## config.mk

```make
export PLATFORM = sky130hd
export DESIGN_NAME = dtc_top
export DESIGN_NICKNAME = d
export VERILOG_FILES = /design/src/dtc_pkg.sv /design/src/dtc_sync.sv /design/src/dtc_edge.sv /design/src/dtc_top.sv
export SDC_FILE = /design/constraint.sdc
export NUM_CORES = 1
export LEC_CHECK = 0
export ABC_AREA = 1
export BUFFER_PORTS_ARGS = -buffer_cell sky130_fd_sc_hd__buf_2
export CORE_ASPECT_RATIO = 1.1
export CORE_MARGIN = 1.5
export CORE_UTILIZATION = 50
export CTS_CLUSTER_DIAMETER = 30
export DETAILED_ROUTE_END_ITERATION = 12
export PLACE_DENSITY_LB_ADDON = 0.1
export SLEW_MARGIN = 20
export SYNTH_ARGS = -nofsm -noshare
export SYNTH_HDL_FRONTEND = slang
export SYNTH_SLANG_ARGS = --single-unit
```

## constraint.sdc

```tcl
create_clock -name mclk -period 4.7 [get_ports mclk]
set_clock_uncertainty 0.1 [all_clocks]
set_input_delay 0.705 -clock mclk [delete_from_list [all_inputs] [get_ports mclk]]
set_output_delay 0.705 -clock mclk [all_outputs]
set_load 0.02 [all_outputs]
```

## src/dtc_pkg.sv

```systemverilog
`default_nettype none
package dtc_pkg;
    // Register byte addresses (classic Wishbone, one aligned word each except ADDR_MODE, which shares the 8'h88 word)
    localparam logic [7:0] ADDR_CTRL = 8'h88;
    localparam logic [7:0] ADDR_MODE = 8'h89;
    localparam logic [7:0] ADDR_CNT0_LO = 8'h8c;
    localparam logic [7:0] ADDR_CNT1_LO = 8'h90;
    localparam logic [7:0] ADDR_CNT0_HI = 8'h94;
    localparam logic [7:0] ADDR_CNT1_HI = 8'h98;
    localparam logic [7:0] ADDR_IRQ_ACK = 8'h9c;
    // Control register fields
    localparam int OVF1_BIT = 7;
    localparam int RUN1_BIT = 6;
    localparam int OVF0_BIT = 5;
    localparam int RUN0_BIT = 4;
    localparam int EXT1_FLAG_BIT = 3;
    localparam int EXT1_TYPE_BIT = 2;
    localparam int EXT0_FLAG_BIT = 1;
    localparam int EXT0_TYPE_BIT = 0;
    // Mode register fields, per timer nibble
    localparam int MODE1_LSB = 4;
    localparam int MODE0_LSB = 0;
    localparam int GATE_OFS = 3;
    localparam int SEL_OFS = 2;
    // Service acknowledge bits
    localparam int ACK_OVF0_BIT = 0;
    localparam int ACK_OVF1_BIT = 1;
    localparam int ACK_EXT0_BIT = 2;
    localparam int ACK_EXT1_BIT = 3;
    // Reset values
    localparam logic [7:0] CTRL_RESET = 8'h00;
    localparam logic [7:0] MODE_RESET = 8'h00;
    // Timing: oscillator periods per machine cycle
    localparam int OSC_PER_MCYCLE = 6;
    localparam logic [2:0] MCYCLE_LAST = 3'(OSC_PER_MCYCLE - 1);
    // Count modes
    typedef enum logic [1:0] {
        DTC_MODE_13 = 2'b00,
        DTC_MODE_16 = 2'b01,
        DTC_MODE_RELOAD = 2'b10,
        DTC_MODE_SPLIT = 2'b11
    } dtc_mode_e;
endpackage
`default_nettype wire

```

## src/dtc_sync.sv

```systemverilog
`default_nettype none
module dtc_sync (
    // Clock and reset
    input wire logic mclk,
    input wire logic srst,
    // Level in and out
    input wire logic din,
    output logic dout
);
    import dtc_pkg::*;
    typedef struct packed {
        logic s1;
        logic s2;
    } dtc_sync_s;
    dtc_sync_s r, next_r;
    always_comb begin
        next_r = r;
        next_r.s1 = din;
        next_r.s2 = r.s1;
    end
    always_ff @(posedge mclk) begin
        if (srst) begin
            // Idle high: a low reset level would fake a level interrupt after reset
            r <= '1;
        end else begin
            r <= next_r;
        end
    end
    assign dout = r.s2;
endmodule
`default_nettype wire

```

## src/dtc_edge.sv

```systemverilog
`default_nettype none
module dtc_edge (
    // Clock and reset
    input wire logic mclk,
    input wire logic srst,
    // Synchronised pin level and sample strobe
    input wire logic level,
    input wire logic sample,
    // One-cycle pulse after a high sample followed by a low sample
    output logic fall
);
    import dtc_pkg::*;
    typedef struct packed {
        logic last;
        logic fall;
    } dtc_edge_s;
    dtc_edge_s r, next_r;
    always_comb begin
        next_r = r;
        next_r.fall = 1'b0;
        if (sample) begin
            next_r.fall = r.last && !level;
            next_r.last = level;
        end
    end
    always_ff @(posedge mclk) begin
        if (srst) begin
            r <= '0;
        end else begin
            r <= next_r;
        end
    end
    assign fall = r.fall; // RL3
endmodule
`default_nettype wire

```

## src/dtc_top.sv

```systemverilog
// Behaviour
// (RL1) Timer mode advances once per machine cycle
// (RL2) Counter mode samples pin, counts falling edge
// (RL3) Edge count appears next machine cycle
// (RL4) Source holds each level one machine cycle
// (RL5) Mode register: gate, select, two mode bits
// (RL6) Count while run and (no gate or pin)
// (RL7) Select bit chooses core clock or pin
// (RL8) Modes: 13-bit, 16-bit, reload, split
// (RL9) 13-bit uses high byte plus low five
// (RL10) Rollover sets the overflow flag
// (RL11) Overflow flag cleared by service or software
// (RL12) Setting run keeps count registers
// (RL13) 16-bit mode uses both full bytes
// (RL14) Reload mode reloads low from high
// (RL15) Timer one in mode three holds
// (RL16) Split: low byte timer, high byte uses one's controls
// (RL17) Timer one runs outside mode three, overflows out
// (RL18) Run bits are software read/write
// (RL19) External flags set by edge or level
// (RL20) Type bit: set edge, clear level
// (RL21) Software writes load count bytes
//
// The implementer's own choice: register access over Wishbone.
`default_nettype none
module dtc_top (
    // Clock and reset
    input wire logic mclk,
    input wire logic srst,
    // Classic Wishbone slave
    input wire logic wb_cyc_i,
    input wire logic wb_stb_i,
    input wire logic wb_we_i,
    input wire logic [7:0] wb_adr_i,
    input wire logic [3:0] wb_sel_i,
    input wire logic [31:0] wb_dat_i,
    output logic [31:0] wb_dat_o,
    output logic wb_ack_o,
    output logic wb_err_o,
    // External pins
    input wire logic count_pin_zero,
    input wire logic count_pin_one,
    input wire logic ext_irq_pin_zero,
    input wire logic ext_irq_pin_one,
    // Events to the core
    output logic timer_one_overflow,
    output logic overflow_flag_zero,
    output logic overflow_flag_one,
    output logic ext_irq_flag_zero,
    output logic ext_irq_flag_one
);
    import dtc_pkg::*;

    // ------------------------------------------------------------
    // State
    // ------------------------------------------------------------
    typedef struct packed {
        logic [2:0] phase;
        logic [7:0] timer_run_and_flag_control;
        logic [7:0] timer_mode_select;
        logic [7:0] count_low_byte0;
        logic [7:0] count_high_byte0;
        logic [7:0] count_low_byte1;
        logic [7:0] count_high_byte1;
        logic irq_last0;
        logic irq_last1;
        logic ack;
        logic err;
        logic [31:0] rdata;
        logic ovf1_pulse;
    } dtc_top_s;
    dtc_top_s r, next_r;

    // ------------------------------------------------------------
    // Pin synchronisers and edge samplers
    // ------------------------------------------------------------
    logic cnt0_s, cnt1_s, irq0_s, irq1_s;
    logic cnt0_fall, cnt1_fall;
    logic mcycle;

    dtc_sync u_sync_c0 (.mclk(mclk), .srst(srst), .din(count_pin_zero), .dout(cnt0_s));
    dtc_sync u_sync_c1 (.mclk(mclk), .srst(srst), .din(count_pin_one), .dout(cnt1_s));
    dtc_sync u_sync_i0 (.mclk(mclk), .srst(srst), .din(ext_irq_pin_zero), .dout(irq0_s));
    dtc_sync u_sync_i1 (.mclk(mclk), .srst(srst), .din(ext_irq_pin_one), .dout(irq1_s));

    // One sample per machine cycle; a hit counts in the next one
    assign mcycle = (r.phase == MCYCLE_LAST); // RL1
    dtc_edge u_edge0 (.mclk(mclk), .srst(srst), .level(cnt0_s), .sample(mcycle),
        .fall(cnt0_fall)); // RL2
    dtc_edge u_edge1 (.mclk(mclk), .srst(srst), .level(cnt1_s), .sample(mcycle),
        .fall(cnt1_fall)); // RL2

    // ------------------------------------------------------------
    // Count enables
    // ------------------------------------------------------------
    logic [3:0] cfg0, cfg1;
    logic run0, run1, en0, en1, en0_hi;
    logic tick0, tick1, tick0_hi;
    dtc_mode_e mode0, mode1;

    always_comb begin
        cfg0 = r.timer_mode_select[MODE0_LSB +: 4]; // RL5
        cfg1 = r.timer_mode_select[MODE1_LSB +: 4]; // RL5
        mode0 = dtc_mode_e'(cfg0[1:0]);
        mode1 = dtc_mode_e'(cfg1[1:0]);
        run0 = r.timer_run_and_flag_control[RUN0_BIT]; // RL18
        run1 = r.timer_run_and_flag_control[RUN1_BIT]; // RL18
        en0 = run0 && (!cfg0[GATE_OFS] || irq0_s); // RL6
        en1 = run1 && (!cfg1[GATE_OFS] || irq1_s); // RL6
        // In split mode timer one's run bit belongs to the high byte of timer zero
        if (mode0 == DTC_MODE_SPLIT) begin
            en1 = !cfg1[GATE_OFS] || irq1_s; // RL17
            en0_hi = run1; // RL16
        end else begin
            en0_hi = 1'b0;
        end
        // Timer one in mode three acts as if its run bit were clear
        if (mode1 == DTC_MODE_SPLIT) begin
            en1 = 1'b0; // RL15
        end
        tick0 = en0 && (cfg0[SEL_OFS] ? cnt0_fall : mcycle); // RL7
        tick1 = en1 && (cfg1[SEL_OFS] ? cnt1_fall : mcycle); // RL7
        tick0_hi = en0_hi && mcycle; // RL16
    end

    // ------------------------------------------------------------
    // Bus decode
    // ------------------------------------------------------------
    logic req, wr, hit;
    logic [7:0] wbyte;
    logic [7:0] ack_bits;
    always_comb begin
        req = wb_cyc_i && wb_stb_i && !r.ack && !r.err;
        wr = req && wb_we_i && wb_sel_i[0];
        wbyte = wb_dat_i[7:0];
        case (wb_adr_i)
            ADDR_CTRL, ADDR_MODE, ADDR_CNT0_LO, ADDR_CNT1_LO,
            ADDR_CNT0_HI, ADDR_CNT1_HI, ADDR_IRQ_ACK: begin
                hit = 1'b1;
            end
            default: begin
                hit = 1'b0;
            end
        endcase
        // Service writes stand in for the processor entering a routine
        ack_bits = (wr && wb_adr_i == ADDR_IRQ_ACK) ? wbyte : 8'h00;
    end

    // ------------------------------------------------------------
    // Next state
    // ------------------------------------------------------------
    logic [8:0] sum_lo0, sum_lo1, sum_hi0, sum_hi1;
    logic ovf0, ovf1;
    logic ext_set0, ext_set1;
    logic [7:0] ctl;

    always_comb begin
        next_r = r;
        next_r.phase = mcycle ? 3'h0 : r.phase + 3'h1;
        next_r.ack = 1'b0;
        next_r.err = 1'b0;
        next_r.ovf1_pulse = 1'b0;
        next_r.irq_last0 = irq0_s;
        next_r.irq_last1 = irq1_s;
        ovf0 = 1'b0;
        ovf1 = 1'b0;
        sum_lo0 = {1'b0, r.count_low_byte0} + 9'h001;
        sum_hi0 = {1'b0, r.count_high_byte0} + 9'h001;
        sum_lo1 = {1'b0, r.count_low_byte1} + 9'h001;
        sum_hi1 = {1'b0, r.count_high_byte1} + 9'h001;

        // Timer zero; run bit change never touches the counts
        if (tick0) begin // RL12
            case (mode0)
                DTC_MODE_13: begin
                    // Upper three low bits are left as they were
                    next_r.count_low_byte0[4:0] = sum_lo0[4:0]; // RL9
                    if (r.count_low_byte0[4:0] == 5'h1f) begin
                        next_r.count_high_byte0 = sum_hi0[7:0]; // RL9
                        ovf0 = sum_hi0[8]; // RL10
                    end
                end
                DTC_MODE_16: begin
                    next_r.count_low_byte0 = sum_lo0[7:0]; // RL13
                    if (sum_lo0[8]) begin
                        next_r.count_high_byte0 = sum_hi0[7:0]; // RL13
                        ovf0 = sum_hi0[8]; // RL10
                    end
                end
                DTC_MODE_RELOAD: begin
                    next_r.count_low_byte0 = sum_lo0[8] ? r.count_high_byte0
                        : sum_lo0[7:0]; // RL14
                    ovf0 = sum_lo0[8]; // RL14
                end
                DTC_MODE_SPLIT: begin
                    next_r.count_low_byte0 = sum_lo0[7:0]; // RL16
                    ovf0 = sum_lo0[8]; // RL16
                end
                default: begin
                    // Every mode is decoded above
                end
            endcase
        end
        if (tick0_hi) begin
            next_r.count_high_byte0 = sum_hi0[7:0]; // RL16
        end

        // Timer one
        if (tick1) begin
            case (mode1)
                DTC_MODE_13: begin
                    next_r.count_low_byte1[4:0] = sum_lo1[4:0]; // RL9
                    if (r.count_low_byte1[4:0] == 5'h1f) begin
                        next_r.count_high_byte1 = sum_hi1[7:0];
                        ovf1 = sum_hi1[8]; // RL10
                    end
                end
                DTC_MODE_16: begin
                    next_r.count_low_byte1 = sum_lo1[7:0]; // RL13
                    if (sum_lo1[8]) begin
                        next_r.count_high_byte1 = sum_hi1[7:0];
                        ovf1 = sum_hi1[8]; // RL10
                    end
                end
                DTC_MODE_RELOAD: begin
                    next_r.count_low_byte1 = sum_lo1[8] ? r.count_high_byte1
                        : sum_lo1[7:0]; // RL14
                    ovf1 = sum_lo1[8]; // RL14
                end
                default: begin
                    // Mode three never ticks, its enable is held low
                end
            endcase
        end
        // Overflow pulse keeps serving the serial port even in split mode
        next_r.ovf1_pulse = ovf1; // RL17

        // External interrupt detection on synchronised levels
        ext_set0 = r.timer_run_and_flag_control[EXT0_TYPE_BIT]
            ? (r.irq_last0 && !irq0_s) : !irq0_s; // RL20
        ext_set1 = r.timer_run_and_flag_control[EXT1_TYPE_BIT]
            ? (r.irq_last1 && !irq1_s) : !irq1_s; // RL20

        // Software writes first, hardware sets win over any clear
        ctl = r.timer_run_and_flag_control;
        if (wr) begin
            case (wb_adr_i)
                ADDR_CTRL: begin
                    ctl = wbyte; // RL18
                end
                ADDR_MODE: begin
                    next_r.timer_mode_select = wbyte; // RL5
                end
                ADDR_CNT0_LO: begin
                    next_r.count_low_byte0 = wbyte; // RL21
                end
                ADDR_CNT1_LO: begin
                    next_r.count_low_byte1 = wbyte; // RL21
                end
                ADDR_CNT0_HI: begin
                    next_r.count_high_byte0 = wbyte; // RL21
                end
                ADDR_CNT1_HI: begin
                    next_r.count_high_byte1 = wbyte; // RL21
                end
                default: begin
                    // Service writes only clear flags below; unmapped writes leave the registers alone
                end
            endcase
        end
        if (ack_bits[ACK_OVF0_BIT]) begin
            ctl[OVF0_BIT] = 1'b0; // RL11
        end
        if (ack_bits[ACK_OVF1_BIT]) begin
            ctl[OVF1_BIT] = 1'b0; // RL11
        end
        if (ack_bits[ACK_EXT0_BIT]) begin
            ctl[EXT0_FLAG_BIT] = 1'b0; // RL19
        end
        if (ack_bits[ACK_EXT1_BIT]) begin
            ctl[EXT1_FLAG_BIT] = 1'b0; // RL19
        end
        if (ovf0) begin
            ctl[OVF0_BIT] = 1'b1; // RL10
        end
        // In split mode the high byte of timer zero owns the second flag
        if (mode0 == DTC_MODE_SPLIT) begin
            if (tick0_hi && sum_hi0[8]) begin
                ctl[OVF1_BIT] = 1'b1; // RL16
            end
        end else if (ovf1) begin
            ctl[OVF1_BIT] = 1'b1; // RL10
        end
        if (ext_set0) begin
            ctl[EXT0_FLAG_BIT] = 1'b1; // RL19
        end
        if (ext_set1) begin
            ctl[EXT1_FLAG_BIT] = 1'b1; // RL19
        end
        next_r.timer_run_and_flag_control = ctl;

        // Answer: ack for mapped addresses, err otherwise, one cycle later
        if (req) begin
            next_r.ack = hit;
            next_r.err = !hit;
            case (wb_adr_i)
                ADDR_CTRL: begin
                    next_r.rdata = {24'h000000, r.timer_run_and_flag_control};
                end
                ADDR_MODE: begin
                    next_r.rdata = {24'h000000, r.timer_mode_select};
                end
                ADDR_CNT0_LO: begin
                    next_r.rdata = {24'h000000, r.count_low_byte0};
                end
                ADDR_CNT1_LO: begin
                    next_r.rdata = {24'h000000, r.count_low_byte1};
                end
                ADDR_CNT0_HI: begin
                    next_r.rdata = {24'h000000, r.count_high_byte0};
                end
                ADDR_CNT1_HI: begin
                    next_r.rdata = {24'h000000, r.count_high_byte1};
                end
                default: next_r.rdata = 32'h00000000;
            endcase
        end
    end

    // ------------------------------------------------------------
    // Registers
    // ------------------------------------------------------------
    always_ff @(posedge mclk) begin
        if (srst) begin
            r <= '0;
            r.timer_run_and_flag_control <= CTRL_RESET;
            r.timer_mode_select <= MODE_RESET;
        end else begin
            r <= next_r;
        end
    end

    // ------------------------------------------------------------
    // Outputs
    // ------------------------------------------------------------
    assign wb_dat_o = r.rdata;
    assign wb_ack_o = r.ack;
    assign wb_err_o = r.err;
    assign timer_one_overflow = r.ovf1_pulse;
    assign overflow_flag_zero = r.timer_run_and_flag_control[OVF0_BIT];
    assign overflow_flag_one = r.timer_run_and_flag_control[OVF1_BIT];
    assign ext_irq_flag_zero = r.timer_run_and_flag_control[EXT0_FLAG_BIT];
    assign ext_irq_flag_one = r.timer_run_and_flag_control[EXT1_FLAG_BIT];
endmodule
`default_nettype wire

```

# == Yosys cells after proc, flatten, opt, wreduce, memory -nomap -nowiden ==
# Cells that the tools add are included.
# op_classes
shift,0
reduce_logical,48
n_eq_ne,16
n_div,0
n_mul,0
addsub,5
n_mux,50
order_cmp,0
bitwise,2
# ops
operator,count
8-bit 2-to-1 mux,13
8-bit == test (second input constant),7
8-bit case mux with 6 select lines,1
8-bit by 1-bit adder with 9-bit output (second input constant),4
16-bit 2-to-1 mux,2
32-bit 2-to-1 mux,1
8-bit case mux with 2 select lines,2
1-bit 2-to-1 mux,24
5-bit case mux with 2 select lines,2
3-bit nonzero test,6
1-bit logical AND,16
3-bit case mux with 2 select lines,2
2-bit OR reduction,6
5-bit == test (second input constant),2
2-bit AND reduction,5
1-bit logical NOT,9
2-bit == test (second input constant),4
7-bit OR reduction,1
1-bit case mux with 3 select lines,2
2-bit by 1-bit == test with 1-bit output (second input constant),2
2-bit logical NOT,2
4-bit 2-to-1 mux,1
3-bit by 1-bit adder with 3-bit output (second input constant),1
3-bit == test (second input constant),1
other kinds (3),5
# totals
latchBits,0
rom_bits,0
ram_bits,0
ff_bits,100
memories,0

# == Depth between registers and ports, before layout ==
# depth
ltp_word,10
depth_mapped,13
mapped_depth_nobuf,13

# == By module ==
# A second synthesis with hierarchy kept.
# hier_totals
cells_unflattened,750
area_unflattened_um2,4989.8
# by_module_without_submodules
module,cells_each,area_per_inst_um2,seq_area_each_um2,n_inst
dtc_top,702,4604.4,1281.2,1
dtc_sync,7,58.8,40.0,4
dtc_edge,10,75.1,40.0,2

# == Least setup slack after synthesis ==
# Ideal clock, no wire load.
# synth_timing
kind,input -> register
start,in wb_adr_i[0]
end,"reg r, in the netlist ext_irq_flag_zero"
n_path_buf,2
setup_slack_ps,2673
arrival_time_ps,1795
required_time_ps,4468
path_stages,9
setup_ps,132
path_cell_list,buf_6 -> nor2_8 -> nand3_4 -> nor2_8 -> nand2_4 -> buf_6 -> or2_0 -> o211ai_1 -> a21oi_1
# synth_between
elab_chain_cells,5
word_cells_on_any_way,9
# synth_rtl
item,line,rtl
start: declaration,dtc_top.sv:34,"input wire logic [7:0] wb_adr_i,"
8-bit == test,dtc_top.sv:146,ack_bits = (wr && wb_adr_i == ADDR_IRQ_ACK) ? wbyte : 8'h00;
1-bit logical AND,dtc_top.sv:146,
4-bit 2-to-1 mux,dtc_top.sv:146,
3-bit nonzero test (no source line) / 1-bit 2-to-1 mux (equally long branches),-,
2-bit AND reduction (no source line) / 1-bit 2-to-1 mux (equally long branches),-,
end signal: assignment,dtc_top.sv:339,r <= next_r;
end: declaration,dtc_top.sv:72,"dtc_top_s r, next_r;"
# Parallel ways exist; a longest one is shown, timed or not.
# A chain may end at the register's enable or synchronous reset.

# == Worst setup path after layout ==
# layout_timing
start,"reg r, in the netlist cfg0[0]"
end,reg r[43] (netlist bit)
# layout_between
elab_chain_cells,7
# layout_rtl
item,line,rtl
2-bit == test (*),dtc_top.sv:111,if (mode0 == DTC_MODE_SPLIT) begin
1-bit 2-to-1 mux (*),dtc_top.sv:111,
1-bit 2-to-1 mux (*),dtc_top.sv:118,if (mode1 == DTC_MODE_SPLIT) begin
1-bit logical AND (*),dtc_top.sv:122,tick1 = en1 && (cfg1[SEL_OFS] ? cnt1_fall : mcycle);
16-bit 2-to-1 mux (*),dtc_top.sv:209,if (tick1) begin
8-bit 2-to-1 mux,dtc_top.sv:247,case (wb_adr_i)
32-bit 2-to-1 mux (*),dtc_top.sv:246,if (wr) begin
# Mark *: on every way between the ends. The rest lies on a longest branch, timed or not.

==> run_results.csv <==
group,metric,value,unit
outcome,status,"completed",
logic_synthesis,synthFlopType,"dfxtp_1",
pwr,leakage,0.002148,uW
clock_tree,cts.hold.buffers_added,0,
worst_setup_path,rr_worst_depth,9,
die,core,9794,um^2
drt,drtPass1Iterations,5,
sta,period_needed,2670,ps
worst_setup_path,cp.depth,9,
logic_synthesis,synth_seq_cells,76,
sta,setup_tns,0,ps
final_layout,final_area,5296,um^2
sta,worst_slack,2030,ps
logic_synthesis,synth_async_sr_flop_share,0,%
clock_tree,clock_sinks,76,
sta,timing.max_slew.rel_slack,45.58,%
final_layout,final_nets,830,
drt,detail_route.wirelength,14410,um
clock_tree,cts_buffer_depth,2,
placed_design,pre_cts_ws,2041,ps
global_route,grt_overflow,0,
final_layout,n_antenna_cell,0,
hold_path,worstHoldPathType,"reg -> reg",
die,io_pins,92,
logic_synthesis,syn_area_per_cell,6.737,um^2
logic_synthesis,ys_types,40,
die,start_util,51.03,%
worst_setup_path,crit_buf_inv,1,
global_route,grt_max_degree,44,
worst_setup_path,cp_common_cell,"nand2_1",
worst_setup_path,path_class,"reg -> reg",
sta,hold_viol,0,
logic_synthesis,synthTopCellsByArea,"dfxtp_1 30%, nand2_1 11%, o21ai_0 7.8%",
placed_design,gp_congestion,0.9712,
global_route,grt_antenna_before_repair,0,
clock_tree,cts_tree,"built",
placed_design,portBuffers,40,
worst_setup_path,worstPathMaxFanout,11,
worst_setup_path,cp_data_arrival_time,2850,ps
worst_setup_path,startpoint,"cfg0[0]$_SDFFE_PP0P_",
logic_synthesis,synth_edf_count,0,
global_route,track_usage,28.23,%
die,fp.dieH,107.9,um
drt,ant_nets,0,
logic_synthesis,syn-cell-area,4999,um^2
logic_synthesis,synth_top_area_share,30.44,%
worst_setup_path,path_delay_family,"simple AND/OR/NAND/NOR gates",
logic_synthesis,ys_warn_count,0,
worst_setup_path,path_cells,"nand2_1, nand2_1, o21ai_0, nor2_1, o21ai_1, a21oi_1, nand3_1, nand2_1, inv_1",
final_layout,drive_above_1_share,13.90,%
worst_setup_path,cp_slowest_stage_delay,660,ps
sta,setup_viol_count_final,0,
clock_tree,post_cts_resized,0,
drt,via_count,4962,
clock_tree,cts.htree.levels,3,
pwr,powerDensity,248.4,nW/um^2
drt,viasPerCell,5.575,
worst_setup_path,required,4880,ps
hold_path,worstHoldPathCells,1,
sta,fmax,374.6,MHz
drt,drt_iter0_drc,354,
global_route,grt_pass1_wl,23210,um
clock_tree,root_buffer,"clkbuf_8",
clock_tree,clk_pin_slew,90,ps
worst_setup_path,slowest_stage,"nor2_1",
drt,remaining_drc_errors,0,
sta,drv_slew,0,
sta,period_share,56.81,%
sta,worst_pin_slew,813.4,ps
hold_path,hp-start,"u_sync_i1.next_r[0]$_SDFF_PP1_",
worst_setup_path,r2r_start,"cfg0[0]$_SDFFE_PP0P_",
logic_synthesis,yosysSeqAreaShare,30.44,%
worst_setup_path,end_kind,"register",
logic_synthesis,synth_top_area_cell,"dfxtp_1",
placed_design,dp_hpwl,10720,um
drt,wl_per_cell,16.19,um
worst_setup_path,start_kind,"register",
final_layout,final_common_cell,"nand2_1",
pwr,peakVddDrop,0.0002058,V
logic_synthesis,synthCells,742,
die,die_w,98.33,um
clock_tree,numCtsBuffers,9,
clock_tree,post-cts-setup-buffer-count,0,
clock_tree,clock_latency,380,ps
sta,rsz0062_at_grt,"no",
final_layout,layout_common_cells,"148 x nand2_1, 78 x o21ai_0, 77 x a21oi_1",
run,maxCapViolations,0,
final_layout,syn2layout_area_growth,5.957,%
die,die_area,10610,um^2
global_route,grt_pass1_vias,4401,
placed_design,dpl-instance-area,5086,um^2
die,row_count,38,
[final cells by class]
type | count | area (um^2)
flip-flops and latches | 76 | 1521
clock buffers | 10 | 137.6
multi-input cells | 554 | 2895
inverters | 83 | 311.5
well taps | 120 | 150.1
fillers | 1015 | 4498
clock inverters | 6 | 72.57
repair buffers | 41 | 207.7
[worst reg2reg max path: cells and delay by family, from the launching register on]
family                 cells  cell delay, ps
AND/OR/NAND/NOR            5            1100
AO/OA/AOI/OAI              3             810
flip-flops                 1             550
buffers and inverters      1              30
[layer usage]
layer,global-route usage (%),wire (um),up-vias
met5,0,0,-
met1,40.97,6592,2257
met3,3.701,1165,27
met4,9.859,358,0
li1,-,-,2446
met2,42.81,6288,232
[power by group]
part | internal (uW) | switching (uW) | leakage (uW)
Clock | 264 | 277 | 0.000103
Sequential | 656 | 6.25 | 0.000617
Combinational | 29.1 | 82.5 | 0.00143
Total | 949 | 366 | 0.00215
[cell families after synthesis]
kind of cell / Yosys count / synth area share, %
AO/OA/AOI/OAI: 177 / 18.57
XOR/XNOR: 8 / 1.402
adder cells (fa/ha/maj): 12 / 3.004
buffers and inverters: 135 / 13.37
flip-flops: 76 / 30.44
other: 1 / 0.07502
AND/OR/NAND/NOR: 333 / 33.14
[metrics by stage]
stage               cells  utilization [%]  power [uW]  hold WS (ps)
floorplan             765                -       767.9         289.5
global placement      874            51.93       786.2         295.0
detailed placement    874            51.93       788.2         293.4
CTS                   890            54.08        1320         313.6
global route          890            54.08        1359         341.2
finish                890            54.08        1316         312.1
[cell usage after synthesis, types with 5 or more instances]
cell	number
o21ai_0	78
nand2_1	148
or2_2	12
ha_1	12
nor2_4	10
buf_2	5
a21oi_1	77
inv_1	75
o211ai_1	13
nand3_2	5
buf_4	33
nor2_1	66
inv_2	8
dfxtp_1	76
nand4_1	17
clkbuf_1	8
xor2_1	5
nand3_1	43
nor3_1	11
[flip-flops by register name, summed over array words and instances (netlist names), 4 cells and up]
register	cells
cfg1	4
r	41
cfg0	4
wb_dat_o	8
[final timing paths]
check | endpoint | slack (ps)
max | r[43]$_SDFF_PP0_ | 2030
max reg2reg | r[43]$_SDFF_PP0_ | 2030
min | u_sync_i1.dout$_SDFF_PP1_ | 310
min reg2reg | u_sync_i1.dout$_SDFF_PP1_ | 310
No activity file was read; power rests on OpenSTA's default activity.
